### src/pkg/scos_pkg.sv
package scos_pkg;

  // ********************
  // Sizes and timing
  // ********************
  localparam int NUM_LOOPS = 3;
  localparam int NUM_OUTS = 14;
  localparam int NUM_REFS = 4;
  localparam int REF_DIV_W = 16;
  localparam int PRE_W = 33;
  localparam int FB_INT_W = 33;
  localparam int FRAC_W = 40;
  localparam int DEN24_W = 24;
  localparam int ZDA_OFS_W = 16;
  localparam int PH_W = 17;
  localparam int SYNC_W = 9;
  localparam int CLK_PERIOD_NS = 10;
  localparam int CAL_TIME_NS = 2000;
  localparam int CAL_CYC = (CAL_TIME_NS + CLK_PERIOD_NS - 1) / CLK_PERIOD_NS;
  localparam int LF_SHIFT_DEF = 4;

  // ********************
  // Loops, banks and limits
  // ********************
  localparam int LOOP_S1 = 0;
  localparam int LOOP_S2 = 1;
  localparam int LOOP_RES = 2;
  localparam int RES_EXCL_BANK = 4;
  localparam int ZDA_OUT0 = 0;
  localparam int ZDA_OUT1 = 4;
  localparam int ZDA_OUT2 = 10;
  localparam logic [4:0] RES_DIV_BYP = 5'h01;
  localparam logic [4:0] RES_DIV_MAX8 = 5'h08;
  localparam logic [4:0] RES_DIV2_MIN = 5'h0a;
  localparam logic [4:0] RES_DIV2_MAX = 5'h10;
  localparam logic [3:0] S2_DIV_MIN = 4'h2;
  localparam logic [3:0] S2_DIV_MAX = 4'hd;
  localparam logic [2:0] S1_DIV_MIN = 3'h2;
  localparam logic [2:0] S1_DIV_MAX = 3'h7;
  localparam logic [4:0] REF_ROUTE_NONE = 5'h00;
  localparam logic [4:0] REF_ROUTE_MASK = 5'h0f;

  // ********************
  // Types
  // ********************
  typedef enum logic [2:0] {SRC_RES, SRC_S2, SRC_S1P, SRC_S1S, SRC_XO, SRC_REF} scos_src_t;
  typedef enum logic [2:0] {CAL_IDLE, CAL_WAIT_XO, CAL_RUN, CAL_LOCK, CAL_READY} scos_cal_st_t;

  typedef struct packed {
    logic [4:0] res;
    logic [3:0] s2;
    logic [2:0] s1p;
    logic [2:0] s1s;
  } scos_pdiv_t;

  typedef struct packed {
    logic [PRE_W-1:0] pre;
    logic [FB_INT_W-1:0] intg;
    logic [FRAC_W-1:0] num;
    logic [FRAC_W-1:0] den;
  } scos_fb_t;

  localparam scos_pdiv_t PDIV_RST = '{res: RES_DIV_BYP, s2: S2_DIV_MIN, s1p: S1_DIV_MIN, s1s: S1_DIV_MIN};
  localparam scos_fb_t FB_RST = '{pre: 33'h1, intg: 33'h1, num: 40'h0, den: 40'h1};
  localparam logic [DEN24_W-1:0] DEN24_RST = 24'h1;
  localparam scos_src_t SRC_RST = SRC_RES;

  // ********************
  // Checks
  // ********************
  function automatic logic res_div_ok(input logic [4:0] v);
    return (v >= RES_DIV_BYP && v <= RES_DIV_MAX8) || (v >= RES_DIV2_MIN && v <= RES_DIV2_MAX && !v[0]);
  endfunction : res_div_ok

  function automatic logic s2_div_ok(input logic [3:0] v);
    return v >= S2_DIV_MIN && v <= S2_DIV_MAX;
  endfunction : s2_div_ok

  function automatic logic s1_div_ok(input logic [2:0] v);
    return v >= S1_DIV_MIN && v <= S1_DIV_MAX;
  endfunction : s1_div_ok

  function automatic logic src_allowed(input int idx, input scos_src_t s);
    if (idx < 2)
      return s <= SRC_REF;
    else if (idx < 4)
      return s inside {SRC_RES, SRC_S2, SRC_S1P};
    else
      return s inside {SRC_RES, SRC_S2};
  endfunction : src_allowed

  function automatic int bank_of(input int idx);
    return idx < 2 ? 0 : idx < 4 ? 1 : idx < 8 ? 2 : idx < 12 ? 3 : 4;
  endfunction : bank_of

endpackage : scos_pkg

### src/scos_top.sv
// Behaviour
// - Auto-calibrate loops after reset once crystal present.
// - Mute selected outputs until source loop ready.
// - Rising loop enable recalibrates that loop only.
// - Divided resonator clock skips one output bank.
// - Second synth post-divider ranges 2 to 13.
// - First synth post-dividers 2 to 7 each.
// - Each reference has 16-bit divider.
// - Comparator emits phase-error correction word.
// - Loop filter drives synth fractional numerator.
// - Feedback prescaler 33 bits, nonzero.
// - Feedback divider: 33-bit int, 40-bit fraction.
// - Sync request aligns enabled output channels.
// - Outputs 0, 4, 10 offer zero-delay align.
// - Outputs 0, 1 select among six sources.
// - Outputs 2, 3 select among three sources.
// - Output pairs 4-13 share two-way selector.
// - Reference source needs route bit, one-hot field.
// - Digital-loop synth uses fixed 24-bit denominator.
`timescale 1ns/1ps
`default_nettype none

module scos_top
  import scos_pkg::*;
#(
  parameter int DL_SYNTH = LOOP_RES,
  parameter int LF_SHIFT = LF_SHIFT_DEF
)
(
  input wire logic ref_clk,
  input wire logic arst_n,
  input wire logic ce,
  input wire logic soft_rst,
  input wire logic xo_present,
  input wire logic [NUM_LOOPS-1:0] loop_lock,
  input wire logic [NUM_REFS-1:0] ref_in,
  input wire logic fb_in,
  input wire logic [NUM_LOOPS-1:0] synth_loop_enable,
  input wire logic [NUM_LOOPS-1:0] dl_mode,
  input wire scos_pdiv_t pdiv_cfg,
  input wire scos_fb_t fb_cfg,
  input wire logic [NUM_LOOPS-1:0][DEN24_W-1:0] den24_cfg,
  input wire logic [NUM_REFS-1:0][REF_DIV_W-1:0] ref_div_cfg,
  input wire logic [$clog2(NUM_REFS)-1:0] ref_sel,
  input wire scos_src_t [NUM_OUTS-1:0] src_cfg,
  input wire logic ref_route_en,
  input wire logic [4:0] ref_route_sel,
  input wire logic [NUM_OUTS-1:0] mute_sel,
  input wire logic sync_req,
  input wire logic [NUM_OUTS-1:0] sync_en,
  input wire logic [2:0] zda_en,
  input wire logic [ZDA_OFS_W-1:0] zda_offset_cfg,
  output logic [NUM_LOOPS-1:0] cal_run,
  output logic [NUM_LOOPS-1:0] loop_ready,
  output scos_pdiv_t pdiv,
  output scos_fb_t fb,
  output logic fb_reject,
  output logic [NUM_LOOPS-1:0] den_fixed,
  output logic [NUM_LOOPS-1:0][DEN24_W-1:0] den24,
  output logic [FRAC_W-1:0] dl_num,
  output logic signed [PH_W:0] corr_word,
  output logic corr_valid,
  output scos_src_t [NUM_OUTS-1:0] out_src,
  output logic [NUM_OUTS-1:0] src_live,
  output logic [4:0] ref_route,
  output logic [NUM_OUTS-1:0] out_mute,
  output logic [NUM_OUTS-1:0] out_sync,
  output logic [2:0] zda_active,
  output logic [ZDA_OFS_W-1:0] zda_offset
);

  if (DL_SYNTH < 0 || DL_SYNTH >= NUM_LOOPS || LF_SHIFT < 0 || LF_SHIFT > 22)
  begin : g_bad_param
    $error("Loop selection or filter shift out of range.");
  end

  // ********************
  // Pin synchronisers
  // ********************
  logic [SYNC_W-1:0] s1_r, s2_r, s3_r;
  logic xo_ok, fb_edge;
  logic [NUM_LOOPS-1:0] lock_s;
  logic [NUM_REFS-1:0] ref_edge;

  always_ff @(posedge ref_clk or negedge arst_n)
  begin
    if (!arst_n)
    begin
      s1_r <= '0;
      s2_r <= '0;
      s3_r <= '0;
    end
    else if (ce)
    begin
      s1_r <= {fb_in, ref_in, loop_lock, xo_present};
      s2_r <= s1_r;
      s3_r <= s2_r;
    end
  end

  assign xo_ok = s2_r[0];
  assign lock_s = s2_r[3:1];
  assign ref_edge = s2_r[7:4] & ~s3_r[7:4];
  assign fb_edge = s2_r[8] & ~s3_r[8];

  // ********************
  // Configuration
  // ********************
  logic [NUM_LOOPS-1:0] en_q_r, en_rise;
  scos_pdiv_t pdiv_r, pdiv_nxt;
  scos_fb_t fb_r, fb_nxt;
  logic fb_rej_r, fb_rej_nxt;
  scos_src_t [NUM_OUTS-1:0] out_src_r, out_src_nxt;
  logic [4:0] ref_route_r, ref_route_nxt;
  logic [NUM_LOOPS-1:0] den_fixed_r, den_fixed_nxt;
  logic [NUM_LOOPS-1:0][DEN24_W-1:0] den24_r, den24_nxt;
  logic [ZDA_OFS_W-1:0] zda_ofs_r;

  assign en_rise = synth_loop_enable & ~en_q_r;

  always_comb
  begin
    pdiv_nxt = pdiv_r;
    if (res_div_ok(pdiv_cfg.res))
      pdiv_nxt.res = pdiv_cfg.res;
    if (s2_div_ok(pdiv_cfg.s2))
      pdiv_nxt.s2 = pdiv_cfg.s2;
    if (s1_div_ok(pdiv_cfg.s1p))
      pdiv_nxt.s1p = pdiv_cfg.s1p;
    if (s1_div_ok(pdiv_cfg.s1s))
      pdiv_nxt.s1s = pdiv_cfg.s1s;
    fb_nxt = fb_r;
    fb_rej_nxt = 1'b1;
    if (fb_cfg.pre != '0 && fb_cfg.den != '0)
    begin
      fb_nxt = fb_cfg;
      fb_rej_nxt = 1'b0;
    end
    out_src_nxt = out_src_r;
    for (int i = 0; i < NUM_OUTS; i++)
    begin
      if (src_allowed(i, src_cfg[i >= 4 ? (i & ~1) : i]))
        out_src_nxt[i] = src_cfg[i >= 4 ? (i & ~1) : i];
    end
    ref_route_nxt = REF_ROUTE_NONE;
    if (ref_route_en && $onehot(ref_route_sel) && (ref_route_sel & ~REF_ROUTE_MASK) == '0)
      ref_route_nxt = ref_route_sel;
    den24_nxt = den24_r;
    for (int l = 0; l < NUM_LOOPS; l++)
    begin
      if (!dl_mode[l] && den24_cfg[l] != '0)
        den24_nxt[l] = den24_cfg[l];
    end
    den_fixed_nxt = dl_mode;
  end

  always_ff @(posedge ref_clk or negedge arst_n)
  begin
    if (!arst_n)
    begin
      en_q_r <= '0;
      pdiv_r <= PDIV_RST;
      fb_r <= FB_RST;
      fb_rej_r <= 1'b0;
      out_src_r <= '{default: SRC_RST};
      ref_route_r <= REF_ROUTE_NONE;
      den_fixed_r <= '0;
      den24_r <= {NUM_LOOPS{DEN24_RST}};
      zda_ofs_r <= '0;
    end
    else if (ce)
    begin
      en_q_r <= synth_loop_enable;
      pdiv_r <= pdiv_nxt;
      fb_r <= fb_nxt;
      fb_rej_r <= fb_rej_nxt;
      out_src_r <= out_src_nxt;
      ref_route_r <= ref_route_nxt;
      den_fixed_r <= den_fixed_nxt;
      den24_r <= den24_nxt;
      zda_ofs_r <= zda_offset_cfg;
    end
  end

  // ********************
  // Calibration and dividers
  // ********************
  logic [NUM_REFS-1:0] ref_pulse;
  logic fb_pulse, sel_ref_pulse;

  for (genvar l = 0; l < NUM_LOOPS; l++)
  begin : g_cal
    scos_cal_seq u_cal (
      .ref_clk(ref_clk),
      .arst_n(arst_n),
      .ce(ce),
      .enable(synth_loop_enable[l]),
      .restart(en_rise[l] | soft_rst),
      .xo_ok(xo_ok),
      .locked(lock_s[l]),
      .cal_run(cal_run[l]),
      .ready(loop_ready[l])
    );
  end

  for (genvar r = 0; r < NUM_REFS; r++)
  begin : g_rdiv
    scos_pulse_div #(.W(REF_DIV_W)) u_rdiv (
      .ref_clk(ref_clk),
      .arst_n(arst_n),
      .ce(ce),
      .tick(ref_edge[r]),
      .div(ref_div_cfg[r]),
      .pulse(ref_pulse[r])
    );
  end

  scos_pulse_div #(.W(PRE_W)) u_pre (
    .ref_clk(ref_clk),
    .arst_n(arst_n),
    .ce(ce),
    .tick(fb_edge),
    .div(fb_r.pre),
    .pulse(fb_pulse)
  );

  assign sel_ref_pulse = ref_pulse[ref_sel];

  // ********************
  // Phase comparator and loop filter
  // ********************
  logic [PH_W-1:0] ph_cnt_r, ph_cnt_nxt, per_r, per_nxt;
  logic signed [PH_W:0] corr_r, corr_nxt;
  logic corr_v_r, corr_v_nxt;
  logic [FRAC_W-1:0] num_r, num_nxt;

  always_comb
  begin
    ph_cnt_nxt = (ph_cnt_r == '1) ? ph_cnt_r : ph_cnt_r + 1'b1;
    per_nxt = per_r;
    corr_nxt = corr_r;
    corr_v_nxt = 1'b0;
    if (sel_ref_pulse)
    begin
      per_nxt = ph_cnt_r;
      ph_cnt_nxt = '0;
    end
    if (fb_pulse)
    begin
      corr_v_nxt = 1'b1;
      if (ph_cnt_r > (per_r >> 1))
        corr_nxt = $signed({1'b0, ph_cnt_r}) - $signed({1'b0, per_r});
      else
        corr_nxt = $signed({1'b0, ph_cnt_r});
    end
    num_nxt = num_r;
    if (!dl_mode[DL_SYNTH])
      num_nxt = fb_r.num;
    else if (corr_v_r)
      num_nxt = num_r + (FRAC_W'(corr_r) << LF_SHIFT);
  end

  always_ff @(posedge ref_clk or negedge arst_n)
  begin
    if (!arst_n)
    begin
      ph_cnt_r <= '0;
      per_r <= '0;
      corr_r <= '0;
      corr_v_r <= 1'b0;
      num_r <= '0;
    end
    else if (ce)
    begin
      ph_cnt_r <= ph_cnt_nxt;
      per_r <= per_nxt;
      corr_r <= corr_nxt;
      corr_v_r <= corr_v_nxt;
      num_r <= num_nxt;
    end
  end

  // ********************
  // Output gating
  // ********************
  logic [NUM_OUTS-1:0] src_ready, live_r, mute_r, mute_nxt, sync_r, sync_nxt;
  logic [2:0] zda_r, zda_nxt;

  always_comb
  begin
    src_ready = '0;
    for (int i = 0; i < NUM_OUTS; i++)
    begin
      case (out_src_r[i])
        SRC_RES:
          src_ready[i] = loop_ready[LOOP_RES] &&
            (pdiv_r.res == RES_DIV_BYP || bank_of(i) != RES_EXCL_BANK);
        SRC_S2:
          src_ready[i] = loop_ready[LOOP_S2];
        SRC_S1P, SRC_S1S:
          src_ready[i] = loop_ready[LOOP_S1];
        SRC_XO:
          src_ready[i] = xo_ok;
        SRC_REF:
          src_ready[i] = ref_route_r != REF_ROUTE_NONE;
        default:
          src_ready[i] = 1'b0;
      endcase
    end
    mute_nxt = mute_sel & ~src_ready;
    sync_nxt = sync_req ? sync_en : '0;
    zda_nxt = zda_en & {src_ready[ZDA_OUT2], src_ready[ZDA_OUT1], src_ready[ZDA_OUT0]};
  end

  always_ff @(posedge ref_clk or negedge arst_n)
  begin
    if (!arst_n)
    begin
      live_r <= '0;
      mute_r <= '1;
      sync_r <= '0;
      zda_r <= '0;
    end
    else if (ce)
    begin
      live_r <= src_ready;
      mute_r <= mute_nxt;
      sync_r <= sync_nxt;
      zda_r <= zda_nxt;
    end
  end

  assign pdiv = pdiv_r;
  assign fb = fb_r;
  assign fb_reject = fb_rej_r;
  assign den_fixed = den_fixed_r;
  assign den24 = den24_r;
  assign dl_num = num_r;
  assign corr_word = corr_r;
  assign corr_valid = corr_v_r;
  assign out_src = out_src_r;
  assign src_live = live_r;
  assign ref_route = ref_route_r;
  assign out_mute = mute_r;
  assign out_sync = sync_r;
  assign zda_active = zda_r;
  assign zda_offset = zda_ofs_r;
endmodule : scos_top

`default_nettype wire

### src/scos_pulse_div.sv
`timescale 1ns/1ps
`default_nettype none

module scos_pulse_div
#(
  parameter int W = 16
)
(
  input wire logic ref_clk,
  input wire logic arst_n,
  input wire logic ce,
  input wire logic tick,
  input wire logic [W-1:0] div,
  output logic pulse
);

  // ********************
  // Tick divider
  // ********************
  if (W < 1 || W > 64)
  begin : g_bad_w
    $error("Divider width out of range.");
  end

  logic [W-1:0] cnt_r, cnt_nxt;
  logic pulse_r, pulse_nxt;

  always_comb
  begin
    cnt_nxt = cnt_r;
    pulse_nxt = 1'b0;
    if (tick)
    begin
      if (({1'b0, cnt_r} + 1'b1) >= {1'b0, div})
      begin
        cnt_nxt = '0;
        pulse_nxt = 1'b1;
      end
      else
        cnt_nxt = cnt_r + 1'b1;
    end
  end

  always_ff @(posedge ref_clk or negedge arst_n)
  begin
    if (!arst_n)
    begin
      cnt_r <= '0;
      pulse_r <= 1'b0;
    end
    else if (ce)
    begin
      cnt_r <= cnt_nxt;
      pulse_r <= pulse_nxt;
    end
  end

  assign pulse = pulse_r;

endmodule : scos_pulse_div

`default_nettype wire

### src/scos_cal_seq.sv
`timescale 1ns/1ps
`default_nettype none

module scos_cal_seq
  import scos_pkg::*;
(
  input wire logic ref_clk,
  input wire logic arst_n,
  input wire logic ce,
  input wire logic enable,
  input wire logic restart,
  input wire logic xo_ok,
  input wire logic locked,
  output logic cal_run,
  output logic ready
);

  // ********************
  // Calibration sequence
  // ********************
  localparam int TW = $clog2(CAL_CYC + 1);

  scos_cal_st_t st_r, st_nxt;
  logic [TW-1:0] tmr_r, tmr_nxt;
  logic run_r, run_nxt, rdy_r, rdy_nxt;

  always_comb
  begin
    st_nxt = st_r;
    tmr_nxt = tmr_r;
    case (st_r)
      CAL_IDLE:
        if (enable)
          st_nxt = CAL_WAIT_XO;
      CAL_WAIT_XO:
        if (xo_ok)
        begin
          st_nxt = CAL_RUN;
          tmr_nxt = TW'(CAL_CYC - 1);
        end
      CAL_RUN:
        if (tmr_r == '0)
          st_nxt = CAL_LOCK;
        else
          tmr_nxt = tmr_r - 1'b1;
      CAL_LOCK:
        if (locked)
          st_nxt = CAL_READY;
      CAL_READY:
        if (!locked)
          st_nxt = CAL_LOCK;
      default:
        st_nxt = CAL_IDLE;
    endcase
    if (!enable)
      st_nxt = CAL_IDLE;
    else if (restart)
      st_nxt = CAL_WAIT_XO;
    run_nxt = st_nxt == CAL_RUN;
    rdy_nxt = st_nxt == CAL_READY;
  end

  always_ff @(posedge ref_clk or negedge arst_n)
  begin
    if (!arst_n)
    begin
      st_r <= CAL_IDLE;
      tmr_r <= '0;
      run_r <= 1'b0;
      rdy_r <= 1'b0;
    end
    else if (ce)
    begin
      st_r <= st_nxt;
      tmr_r <= tmr_nxt;
      run_r <= run_nxt;
      rdy_r <= rdy_nxt;
    end
  end

  assign cal_run = run_r;
  assign ready = rdy_r;

endmodule : scos_cal_seq

`default_nettype wire

### config.mk
export PLATFORM = sky130hd
export DESIGN_NAME = scos_top
export DESIGN_NICKNAME = d
export VERILOG_FILES = /design/src/pkg/scos_pkg.sv /design/src/scos_top.sv /design/src/scos_pulse_div.sv /design/src/scos_cal_seq.sv
export SDC_FILE = /design/constraint.sdc
export NUM_CORES = 1
export LEC_CHECK = 0
export BUFFER_PORTS_ARGS = -buffer_cell sky130_fd_sc_hd__clkbuf_2
export CAP_MARGIN = 5
export CORE_AREA = 2 2 321 323
export CTS_CLUSTER_DIAMETER = 200
export DETAILED_ROUTE_END_ITERATION = 10
export DIE_AREA = 0 0 323 325
export GPL_TIMING_DRIVEN = 0
export PLACE_DENSITY = 0.56
export SYNTH_ARGS = -nofsm -noshare
export SYNTH_HDL_FRONTEND = slang
export SYNTH_SLANG_ARGS = --single-unit
### constraint.sdc
create_clock -name ref_clk -period 8.7 [get_ports ref_clk]
set_input_delay 0.435 -clock ref_clk [delete_from_list [all_inputs] [get_ports ref_clk]]
set_output_delay 0.435 -clock ref_clk [all_outputs]
set_load 0.01 [all_outputs]
Word-level counts from Yosys, hierarchy flattened
Index checks and enable logic that the tools add are counted.
{"block": "totals", "output_inout_bits": 410, "input_bits": 414, "reg_bits": 593, "word_cells": 351}
{"block": "classes", "n_eq_ne": 83, "muxes": 63, "addsub": 20, "n_bitwise": 12, "order_cmp": 19, "reduce_logical": 95}
{"cell": "3-bit by 2-bit == test with 1-bit output (second input constant)", "n": 29}
{"cell": "40-bit two-way mux", "n": 2}
{"cell": "3-bit == test (second input constant)", "n": 24}
{"cell": "24-bit nonzero test", "n": 3}
{"cell": "16-bit by 1-bit adder with 17-bit output (second input constant)", "n": 4}
{"cell": "17-bit by 16-bit >= comparator with 1-bit output", "n": 4}
{"cell": "16-bit by 1-bit adder with 16-bit output (second input constant)", "n": 4}
{"cell": "16-bit two-way mux", "n": 4}
{"cell": "3-bit by 1-bit == test with 1-bit output (second input constant)", "n": 20}
{"cell": "3-bit zero test", "n": 19}
{"cell": "3-bit two-way mux", "n": 18}
{"cell": "2-bit AND reduction", "n": 26}
{"cell": "8-bit one-hot mux with 2 select lines", "n": 3}
{"cell": "1-bit one-hot mux with 5 select lines", "n": 9}
{"cell": "3-bit one-hot mux with 5 select lines", "n": 3}
{"cell": "40-bit adder", "n": 1}
{"cell": "40-bit nonzero test", "n": 1}
{"cell": "33-bit by 1-bit adder with 34-bit output (second input constant)", "n": 1}
{"cell": "34-bit by 33-bit >= comparator with 1-bit output", "n": 1}
{"cell": "17-bit two-way mux", "n": 2}
{"cell": "33-bit by 1-bit adder with 33-bit output (second input constant)", "n": 1}
{"cell": "33-bit two-way mux", "n": 1}
{"cell": "33-bit nonzero test", "n": 1}
{"cell": "8-bit two-way mux", "n": 4}
{"cell": "other kinds (44)", "n": 107}

Depth between registers and ports, before layout
Gate-level depths: netlist of the first run.
{"block": "depth", "ltp_word": 7, "ltp_mapped": 19, "depth_no_buf": 18}

Hierarchy
A second synthesis of the first run with hierarchy kept.
{"block": "unflattened", "hier_cells": 3188, "hier_area_um2": 32418.6}
{"module": "scos_top", "area_per_inst_um2": 21129.0, "cells_per_inst": 1857, "instances": 1, "seq_area_each_um2": 11140.7}
{"module": "scos_pulse_div at g_rdiv[0].u_rdiv ...", "area_per_inst_um2": 1470.2, "cells_per_inst": 172, "instances": 4, "seq_area_each_um2": 425.4}
{"module": "scos_pulse_div at u_pre", "area_per_inst_um2": 3149.3, "cells_per_inst": 397, "instances": 1, "seq_area_each_um2": 850.8}
{"module": "scos_cal_seq", "area_per_inst_um2": 753.2, "cells_per_inst": 82, "instances": 3, "seq_area_each_um2": 325.3}

Worst setup path after synthesis of the first run
No wires, ideal clock.
{"block": "synth_timing", "kind": "register to register", "startpoint": "reg u_pre.cnt_r[0]", "endpoint": "reg u_pre.cnt_r[24]", "t_required_ns": 8.621, "setup_time_ns": 0.079, "stages_incl_launch_ff": 19, "period_less_slack_ns": 3.916, "path_slack_ns": 4.784, "n_path_buf": 1, "arrival_time_ns": 3.837, "path_cell_list": "dfrtp_1 -> nand3_1 -> or3_1 -> nor2b_2 -> nand3_1 -> nor2b_1 -> nand4_1 -> xnor2_1 -> ha_1 -> a21o_1 -> a21oi_1 -> nor2b_1 -> a311oi_1 -> o21ai_0 -> a221o_1 -> a21oi_2 -> buf_2 -> a21oi_1 -> mux2i_1"}
{"block": "synth_between", "elab_chain_len": 3, "word_cells_on_any_way": 4, "cone_classes": "2 x add/sub; 1 x order compare; 1 x mux"}
{"item": "start, declared", "line": "scos_pulse_div.sv:25", "text": "logic [W-1:0] cnt_r, cnt_nxt;"}
{"item": "start signal, assigned", "line": "scos_pulse_div.sv:53", "text": "cnt_r <= cnt_nxt;"}
{"item": "33-bit by 1-bit adder with 34-bit output", "line": "scos_pulse_div.sv:34", "text": "if (({1'b0, cnt_r} + 1'b1) >= {1'b0, div})"}
{"item": "34-bit by 33-bit >= comparator with 1-bit output", "line": "scos_pulse_div.sv:34"}
{"item": "33-bit two-way mux (*)", "line": "scos_pulse_div.sv:34"}
Mark *: on every way between the ends. The rest lies on a longest branch, timed or not.
A chain may end at the register's enable or synchronous reset.

Worst setup path after layout of the first run
{"block": "layout_timing", "startpoint": "reg u_pre.cnt_r[0]", "endpoint": "reg u_pre.cnt_r[28]"}
Same word-level chain as after synthesis.

==> results of run 1 <==
-- report_power, final --
group,internal [mW],switching (mW),total (mW)
combinational,0.867,1.07,1.94
clock,1.89,1.32,3.21
sequential,3.07,0.301,3.37
total,5.83,2.69,8.52
-- worst min-delay path by stage --
stage	end	cells past startpoint	slack, ns	from
final	fb[45]	2	0.04	fb_cfg[45]
after global placement	pdiv[4]	2	0.45	pdiv[4]
after CTS	fb[30]	2	0.0005	fb_cfg[30]
after global routing	fb[45]	2	0.01	fb_cfg[45]
after detailed placement	pdiv[4]	2	0.45	pdiv[4]
after floorplan	corr_valid	0	0.14	arst_n
-- per-layer routing --
| layer | wire length [µm] | GRT usage (%) | share of wire (%) | vias up |
|---|---|---|---|---|
| met2 | 55010 | 36.14 | 49 | 813 |
| li1 | - | - | - | 13335 |
| met4 | 2689 | 5.976 | 2.4 | 10 |
| met5 | 60 | 0 | 0.054 | - |
| met3 | 6165 | 3.835 | 5.5 | 153 |
| met1 | 47840 | 26.00 | 43 | 13367 |
-- cells by family (layout without fill, tap and decap cells) --
kind of cell	Yosys count	count (layout)	synth area share (%)
simple gates	924	924	14.04
compound gates	685	685	13.37
flops	585	585	46.64
buf+inv	353	1506	4.536
xor+xnor	130	130	3.620
other cells	0	6	0
fa+ha+maj	183	183	7.376
mux	288	288	10.41
-- through the flow --
step / setup WS [ns] / total power [mW] / setup TNS (ns) / hold slack [ns]
2_1_floorplan: 4.784 / 4.471 / 0 / 0.1394
6_report: 3.592 / 8.519 / 0 / 0.04293
3_3_place_gp: -7.626 / 5.250 / -4290.16 / 0.4529
4_1_cts: 3.572 / 8.623 / 0 / 0.0004779
5_1_grt: 3.225 / 8.989 / 0 / 0.01113
3_5_place_dp: 3.657 / 5.282 / 0 / 0.4524
-- cells in the final DEF (no fill, tap or decap), types with 47 or more instances in the layout --
| cell type | netlist | layout |
|---|---|---|
| clkbuf_1 | 107 | 125 |
| a21oi_1 | 141 | 141 |
| xor2_1 | 59 | 59 |
| mux2_2 | 252 | 252 |
| ha_1 | 179 | 179 |
| nor2_1 | 153 | 153 |
| nand3_1 | 85 | 85 |
| nor4_1 | 48 | 48 |
| xnor2_1 | 71 | 71 |
| o21ai_1 | 71 | 71 |
| dlygate4sd3_1 | 0 | 207 |
| o21ai_0 | 204 | 204 |
| a21o_1 | 68 | 68 |
| nand2_1 | 364 | 364 |
| and3_1 | 47 | 47 |
| clkbuf_16 | 0 | 73 |
| dfrtp_1 | 561 | 561 |
| clkbuf_2 | 0 | 804 |
| inv_1 | 206 | 206 |
-- registers in the layout, summed over array words and instances, names as in the netlist, 16 cells and up --
signal / cells
g_rdiv.u_rdiv.cnt_r: 64
corr_word: 18
per_r: 17
fb: 146
u_pre.cnt_r: 33
out_src: 27
den24: 72
dl_num: 40
ph_cnt_r: 17
zda_offset: 16
g_cal.u_cal.tmr_r: 24
-- worst register-to-register path, cell delays in order, from the launching register on --
cell and delay [ns]:
dfrtp_1 0.42, nand3_1 0.24, or3_1 0.52, nor2b_2 0.24, nand3_1 0.17, nor2b_1 0.42, nand4_1 0.17, xnor2_1 0.23
ha_1 0.28, a21o_1 0.18, a21oi_1 0.14, nor2b_1 0.07, a311oi_1 0.30, o21ai_0 0.14, a221o_1 0.39, a21oi_2 0.45
nand2b_1 0.18, buf_2 0.25, o2bb2ai_1 0.20
-- repair_timing --
action	4_1_cts	5_1_grt
hold buffers	207	0
setup buffers	0	0
resized for setup	0	0
hold endpoints to repair	293	0
-- cell type report --
class | count | area share [%]
plain buffers | 146 | 1.554
clock buffers | 105 | 4.950
flip-flops and latches | 585 | 34.96
multi-input cells | 2210 | 36.59
repair buffers | 1020 | 14.98
well taps | 1368 | 4.079
inverters | 207 | 1.852
diodes | 6 | 0.03578
clock inverters | 28 | 0.9959
==> results by group, run 1 <==
Setup path
  • CP arrival: 5.66 ns
  • Critical path startpoint category: register
  • Crit path cell chain: nand3_1 > or3_1 > nor2b_2 > nand3_1 > nor2b_1 > nand4_1 > xnor2_1 > ha_1 > a21o_1 > a21oi_1 > nor2b_1 > a311oi_1 > o21ai_0 > a221o_1 > a21oi_2 > nand2b_1 > buf_2 > o2bb2ai_1
  • Critical path's slowest cell: or3_1
  • Crit-path leading delay family: simple AND/OR/NAND/NOR gates
  • End of the critical path: u_pre.cnt_r[28]
  • Reg2reg setup slack: 3.59 ns
  • CP max FO: 10
  • WP buf/inv: 1
  • Reg-to-Reg End: u_pre.cnt_r[28]
  • Levels on crit path: 18
  • Worst Reg-to-Reg Cells: 18
  • Required @ worst endpoint: 9.25 ns
  • Largest stage delay, worst path: about 0.52 ns
  • Crit Path Class: reg2reg
  • R2r startpoint: u_pre.cnt_r[0]
  • Worst Setup SP: u_pre.cnt_r[0]
  • Crit end category: register

Die
  • Die height: about 330 µm
  • IO Pins: 824
  • Die area: 0.1050 mm²
  • Initial core utilization: 31.04%
  • Rows: about 120
  • Die W: 323 µm
  • Core Area: 0.1013 mm²

Cells and area
  • Register area: 0.01467 mm²
  • Fin cells: 5675
  • Fin util: around 41%
  • Layout area overhead: 33.42%
  • Fin area: between 0.04 and 0.05 mm²
  • NumNets Final: 4840
  • FILL cells: 9938
  • Share of layout cells above drive strength 1: 29.30%
  • Multi-input gate area: 0.01535 mm²

Clock network
  • CTS tree: built
  • Total CTS buffers: between 70 and 80
  • Clock buffer depth: 3
  • H-tree depth: 3
  • Root buffer cell: clkbuf_16
  • Reg clk slew, reported paths: roughly 0.060 ns
  • Clock Sinks: 585
  • Worst skew pair latency: 0.65 ns

Placement
  • Inst Count DP: about 5300
  • IO Port Bufs: ~800
  • DP Area: 0.03737 mm²
  • Final HPWL DP: roughly 85 mm
  • Gpl congestion: 0.8599

Synth
  • Top cells by count, synth: dfrtp_1, nand2_1, mux2_2
  • Syn_nets: 3745
  • Most common cell in the netlist: dfrtp_1
  • Synth top area cells: dfrtp_1, mux2_2, ha_1
  • Flops & latches, synth: between 500 and 600
  • Ys flop type: dfrtp_1
  • Avg Cell Area, Syn: 9.990 µm²
  • Unique masters post-synth: 77
  • Fraction of registers with async set/reset: 100.0%
  • Mapped cell area: 0.03145 mm²
  • Yosys top cell area share: between 40% and 50%
  • Leading area contributor after synthesis: dfrtp_1
  • Post-Syn Instances: around 3100
  • Ys Warns: 0
  • Register area share after synthesis: 46.64%
  • Post-synth EDFFs: 0

Power and ir drop
  • Max IR drop VDD: between 0.0001 and 0.00015 V
  • PD cells: 203.0 mW/mm²
  • Leak Pwr: 20.63 nW

Global routing
  • Total track usage: 20.75%
  • First-pass GRT wire length: roughly 170 mm
  • Largest net degree at the start of global routing: 102
  • Vias in the first global route: ~28000
  • Gr ovfl total: 0
  • Initial antenna violation count: 13

Drt
  • Antenna Nets Post-Route: 0
  • Drc violations: 0
  • Vias per cell: 4.877
  • Vias: 27678
  • TritonRoute pass-1 iters: 5
  • WL per Instance: approximately 20 µm
  • Iteration-0 DRC Markers: 1394
  • Routed wire length: approximately 110 mm

STA
  • Fmax: roughly 200 MHz
  • Final Skew: 0.02350 ns
  • Slew Viols, Final: 0
  • Setup violators final: 0
  • Pin slew with the least headroom to its limit: 1.288 ns
  • Final Hold Vio Count: 0
  • Final min period: 5.108 ns
  • Period utilization: 58.71%
  • RSZ-0062 raised after global routing: no
  • Slew margin rel.: between 10% and 20%

Run
  • Max_cap viols: 0

Status
  • Status: complete, no violations

Worst hold path
  • Hold Path Class: in2reg
No activity file was read; power rests on OpenSTA's default activity.
==> run 2, diff against run 1 <==
--- a/config.mk
+++ b/config.mk
@@ -7,12 +7,12 @@
 export LEC_CHECK = 0
 export BUFFER_PORTS_ARGS = -buffer_cell sky130_fd_sc_hd__clkbuf_2
 export CAP_MARGIN = 5
-export CORE_AREA = 2 2 321 323
+export CORE_AREA = 2 2 324 326
 export CTS_CLUSTER_DIAMETER = 200
 export DETAILED_ROUTE_END_ITERATION = 10
-export DIE_AREA = 0 0 323 325
+export DIE_AREA = 0 0 326 328
 export GPL_TIMING_DRIVEN = 0
-export PLACE_DENSITY = 0.56
+export PLACE_DENSITY = 0.57
 export SYNTH_ARGS = -nofsm -noshare
 export SYNTH_HDL_FRONTEND = slang
 export SYNTH_SLANG_ARGS = --single-unit
==> constraint.sdc (replaced) <==
create_clock -name ref_clk -period 4.35 [get_ports ref_clk]
set_input_delay 0.2175 -clock ref_clk [delete_from_list [all_inputs] [get_ports ref_clk]]
set_output_delay 0.2175 -clock ref_clk [all_outputs]
set_load 0.01 [all_outputs]
==> run 2 against run 1 <==
  * Non-clock buffer count grew 153
  * Flip-flop and latch count is the same
  * Global-route usage shrank 0.46 points
  * Clock skew grew 0.011 ns
  * Die area grew 1.9%
  * Combinational power grew 110%
  * Via count grew 2.5%
  * Hold slack gained 0.047 ns
  * Fmax grew 24%
  * Sequential share of layout area shrank 1.3 points
  * Clock-buffer cell count grew 3
  * Critical endpoint is now u_pre.cnt_r[18]
  * Largest power group unchanged
==> results by group, run 2 (synthesized netlist as in run 1, its figures left out) <==
STA
  • Period utilization: 94.68% (+36 points)
  • Slew Viols, Final: 0 (unchanged)
  • Setup ws final: 0.2315 ns (-3.361 ns)
  • Final Hold Vio Count: 0 (unchanged)
  • Setup violators final: 0 (unchanged)
  • Pin slew with the least headroom to its limit: 1.256 ns (-0.03270 ns)
  • Final Skew: 0.03451 ns (+0.01100 ns)
  • Slew margin rel.: 16.28% (+2.2 points)
  • Fmax: 242.8 MHz (+24%)
  • Setup TNS: 0 ns (unchanged)
  • Final min period: 4.119 ns (-0.9891 ns)

Power and ir drop
  • Leak Pwr: 21.30 nW (+3.2%)
  • Max IR drop VDD: 0.0003455 V (+180%)
  • PD cells: 392.3 mW/mm² (+93%)

Global routing
  • Initial antenna violation count: 8 (-5)
  • Grt met1 use: 25.53% (-0.46 points)
  • Gr ovfl total: 0 (unchanged)
  • Met3 Use GR: 3.853% (+0.018 points)
  • First-pass GRT wire length: 170.1 mm (+1.1%)
  • Largest net degree at the start of global routing: 102 (unchanged)
  • Met2 usage: 35.37% (-0.77 points)
  • GR peak layer: met2
  • Vias in the first global route: 28611 (+2.9%)
  • Total track usage: 20.29% (-0.46 points)

Drt
  • Vias: 28378 (+2.5%)
  • Antenna Nets Post-Route: 0 (unchanged)
  • Iteration-0 DRC Markers: 1401 (+0.50%)
  • Drc violations: 0 (unchanged)
  • TritonRoute pass-1 iters: 7 (+2)
  • WL per Instance: 19.10 µm (-3.0%)
  • Vias per cell: 4.862 (-0.32%)
  • Routed wire length: 111.5 mm (-0.24%)

Die
  • Die area: 0.1069 mm² (+1.9%)
  • Die height: 328 µm (+0.92%)
  • Core Area: 0.1032 mm² (+1.9%)
  • IO Pins: 824 (unchanged)
  • Initial core utilization: 30.47% (-0.57 points)
  • Die W: 326 µm (+0.93%)
  • Rows: 118 (+0.85%)

Clock network
  • Total CTS buffers: 73 (unchanged)
  • Clock Sinks: 585 (unchanged)
  • Root buffer cell: clkbuf_16
  • Worst skew pair latency: 0.66 ns (about the same)
  • Reg clk slew, reported paths: 0.06 ns (about the same)
  • Clock buffer depth: 3 (unchanged)
  • CTS tree: built
  • H-tree depth: 3 (unchanged)

Worst hold path
  • Hold_sp: soft_rst
  • Hold Path Class: in2reg

Placement
  • Final HPWL DP: 83.68 mm (-2.1%)
  • Worst Setup Slack post-DPL: -0.6494 ns (-4.307 ns)
  • Inst Count DP: 5338 (+0.19%)
  • IO Port Bufs: 804 (unchanged)
  • Gpl congestion: 0.8679 (+0.93%)

Setup path
  • Crit end category: register
  • Largest stage delay, worst path: 0.41 ns (-0.11 ns)
  • CP most frequent cell: nand3_4
  • Critical path's slowest cell: dfrtp_1
  • CP arrival: 4.67 ns (-0.99 ns)
  • CP max FO: 10 (unchanged)
  • Crit Path Class: reg2reg
  • Required @ worst endpoint: 4.90 ns (-4.35 ns)
  • Critical path startpoint category: register
  • Worst Setup SP: u_pre.cnt_r[1]
  • Crit-path leading delay family: simple AND/OR/NAND/NOR gates
  • WP buf/inv: 0 (-1)
  • Crit path cell chain: ha_2 > and3_1 > and4_4 > nand3_4 > nor2_4 > nand3_4 > nor2_1 > xor2_1 > ha_1 > nand4_1 > nor4_1 > a311oi_1 > o21ai_0 > a221o_1 > a21o_2 > or3_1 > mux2i_1
  • R2r startpoint: u_pre.cnt_r[1]

Cells and area
  • Most frequent cells in the layout: clkbuf_2, dfrtp_1, nand2_1
  • Layout area overhead: 38.71%
  • Commonest non-fill, non-tap cell in the layout: clkbuf_2
  • Share of layout cells above drive strength 1: 28.80% (-0.50 points)
  • FILL cells: 9859 (-0.79%)
  • NumNets Final: 4993 (+3.2%)
  • Max reg flops: 146 (unchanged)
  • Fin cells: 5837 (+2.9%)

Status
  • Status: complete, no violations

Run
  • Max_cap viols: 0 (unchanged)
## run 2: routing by layer
| layer | share of wire (%) | up-vias |
|---|---|---|
| met4 | 2.7 | 8 |
| met3 | 5.2 | 168 |
| met5 | 0.051 | - |
| li1 | - | 13625 |
| met1 | 43 | 13746 |
| met2 | 49 | 831 |
## run 2: final cells by class
class | count | area, µm² | area share [%]
buffer | 146 | 660.6 | 1.514
sequential | 585 | 14670 | 33.64
antenna | 2 | 5.005 | 0.01147
inverter | 207 | 777.0 | 1.781
timing repair buffer | 1173 | 7812 | 17.91
tap | 1380 | 1727 | 3.958
clock buffer | 108 | 2078 | 4.764
clock inverter | 26 | 419.2 | 0.9609
multi-input combinational | 2210 | 15470 | 35.46
## run 2: path summary, 6_finish.rpt
check | to | slack, ns | depth (start not counted)
worst min-delay path | g_cal[2].u_cal.cal_run | 0.09 | 4
max in group asynchronous | g_rdiv[2].u_rdiv.cnt_r[10] | 2.43 | 4
worst max-delay path | u_pre.cnt_r[18] | 0.23 | 17
worst max register to register | u_pre.cnt_r[18] | 0.23 | 17
worst min register to register | g_cal[2].u_cal.tmr_r[0] | 0.47 | 1
min in group asynchronous | fb[4] | 0.25 | 2
## run 2: what timing repair did
item | in CTS | in global routing
hold endpoints to repair | 430 | 0
hold buffers | 353 | 0
buffers inserted | 2 | 7
gates resized for setup | 17 | 15
pin swaps | 0 | 2
setup endpoints to repair | 34 | 44
## run 2: worst register-to-register path, cell delays in order (launching register included)
cell,delay [ns]
dfrtp_1,0.41
ha_2,0.25
and3_1,0.24
and4_4,0.29
nand3_4,0.12
nor2_4,0.18
nand3_4,0.15
nor2_1,0.16
xor2_1,0.22
ha_1,0.27
nand4_1,0.14
nor4_1,0.07
a311oi_1,0.28
o21ai_0,0.13
a221o_1,0.40
a21o_2,0.30
or3_1,0.34
mux2i_1,0.13
## run 2: through the flow
stage	total power, mW	hold slack (ns)	util [%]	cell area [µm²]
finish	17.11	0.09034	42.27	43620
global route	18.03	0.1123	42.27	43620
CTS	17.27	0.03262	42.14	43490
detailed placement	10.53	0.3829	36.22	37380
global placement	10.46	0.4026	36.05	37200
floorplan	8.943	-0.07809	-	31450
## run 2: power by group
group	switching, mW	internal (mW)	total (mW)
registers	0.596	6.14	6.73
logic	2.18	1.85	4.04
clock network	2.58	3.77	6.34
total	5.36	11.8	17.1
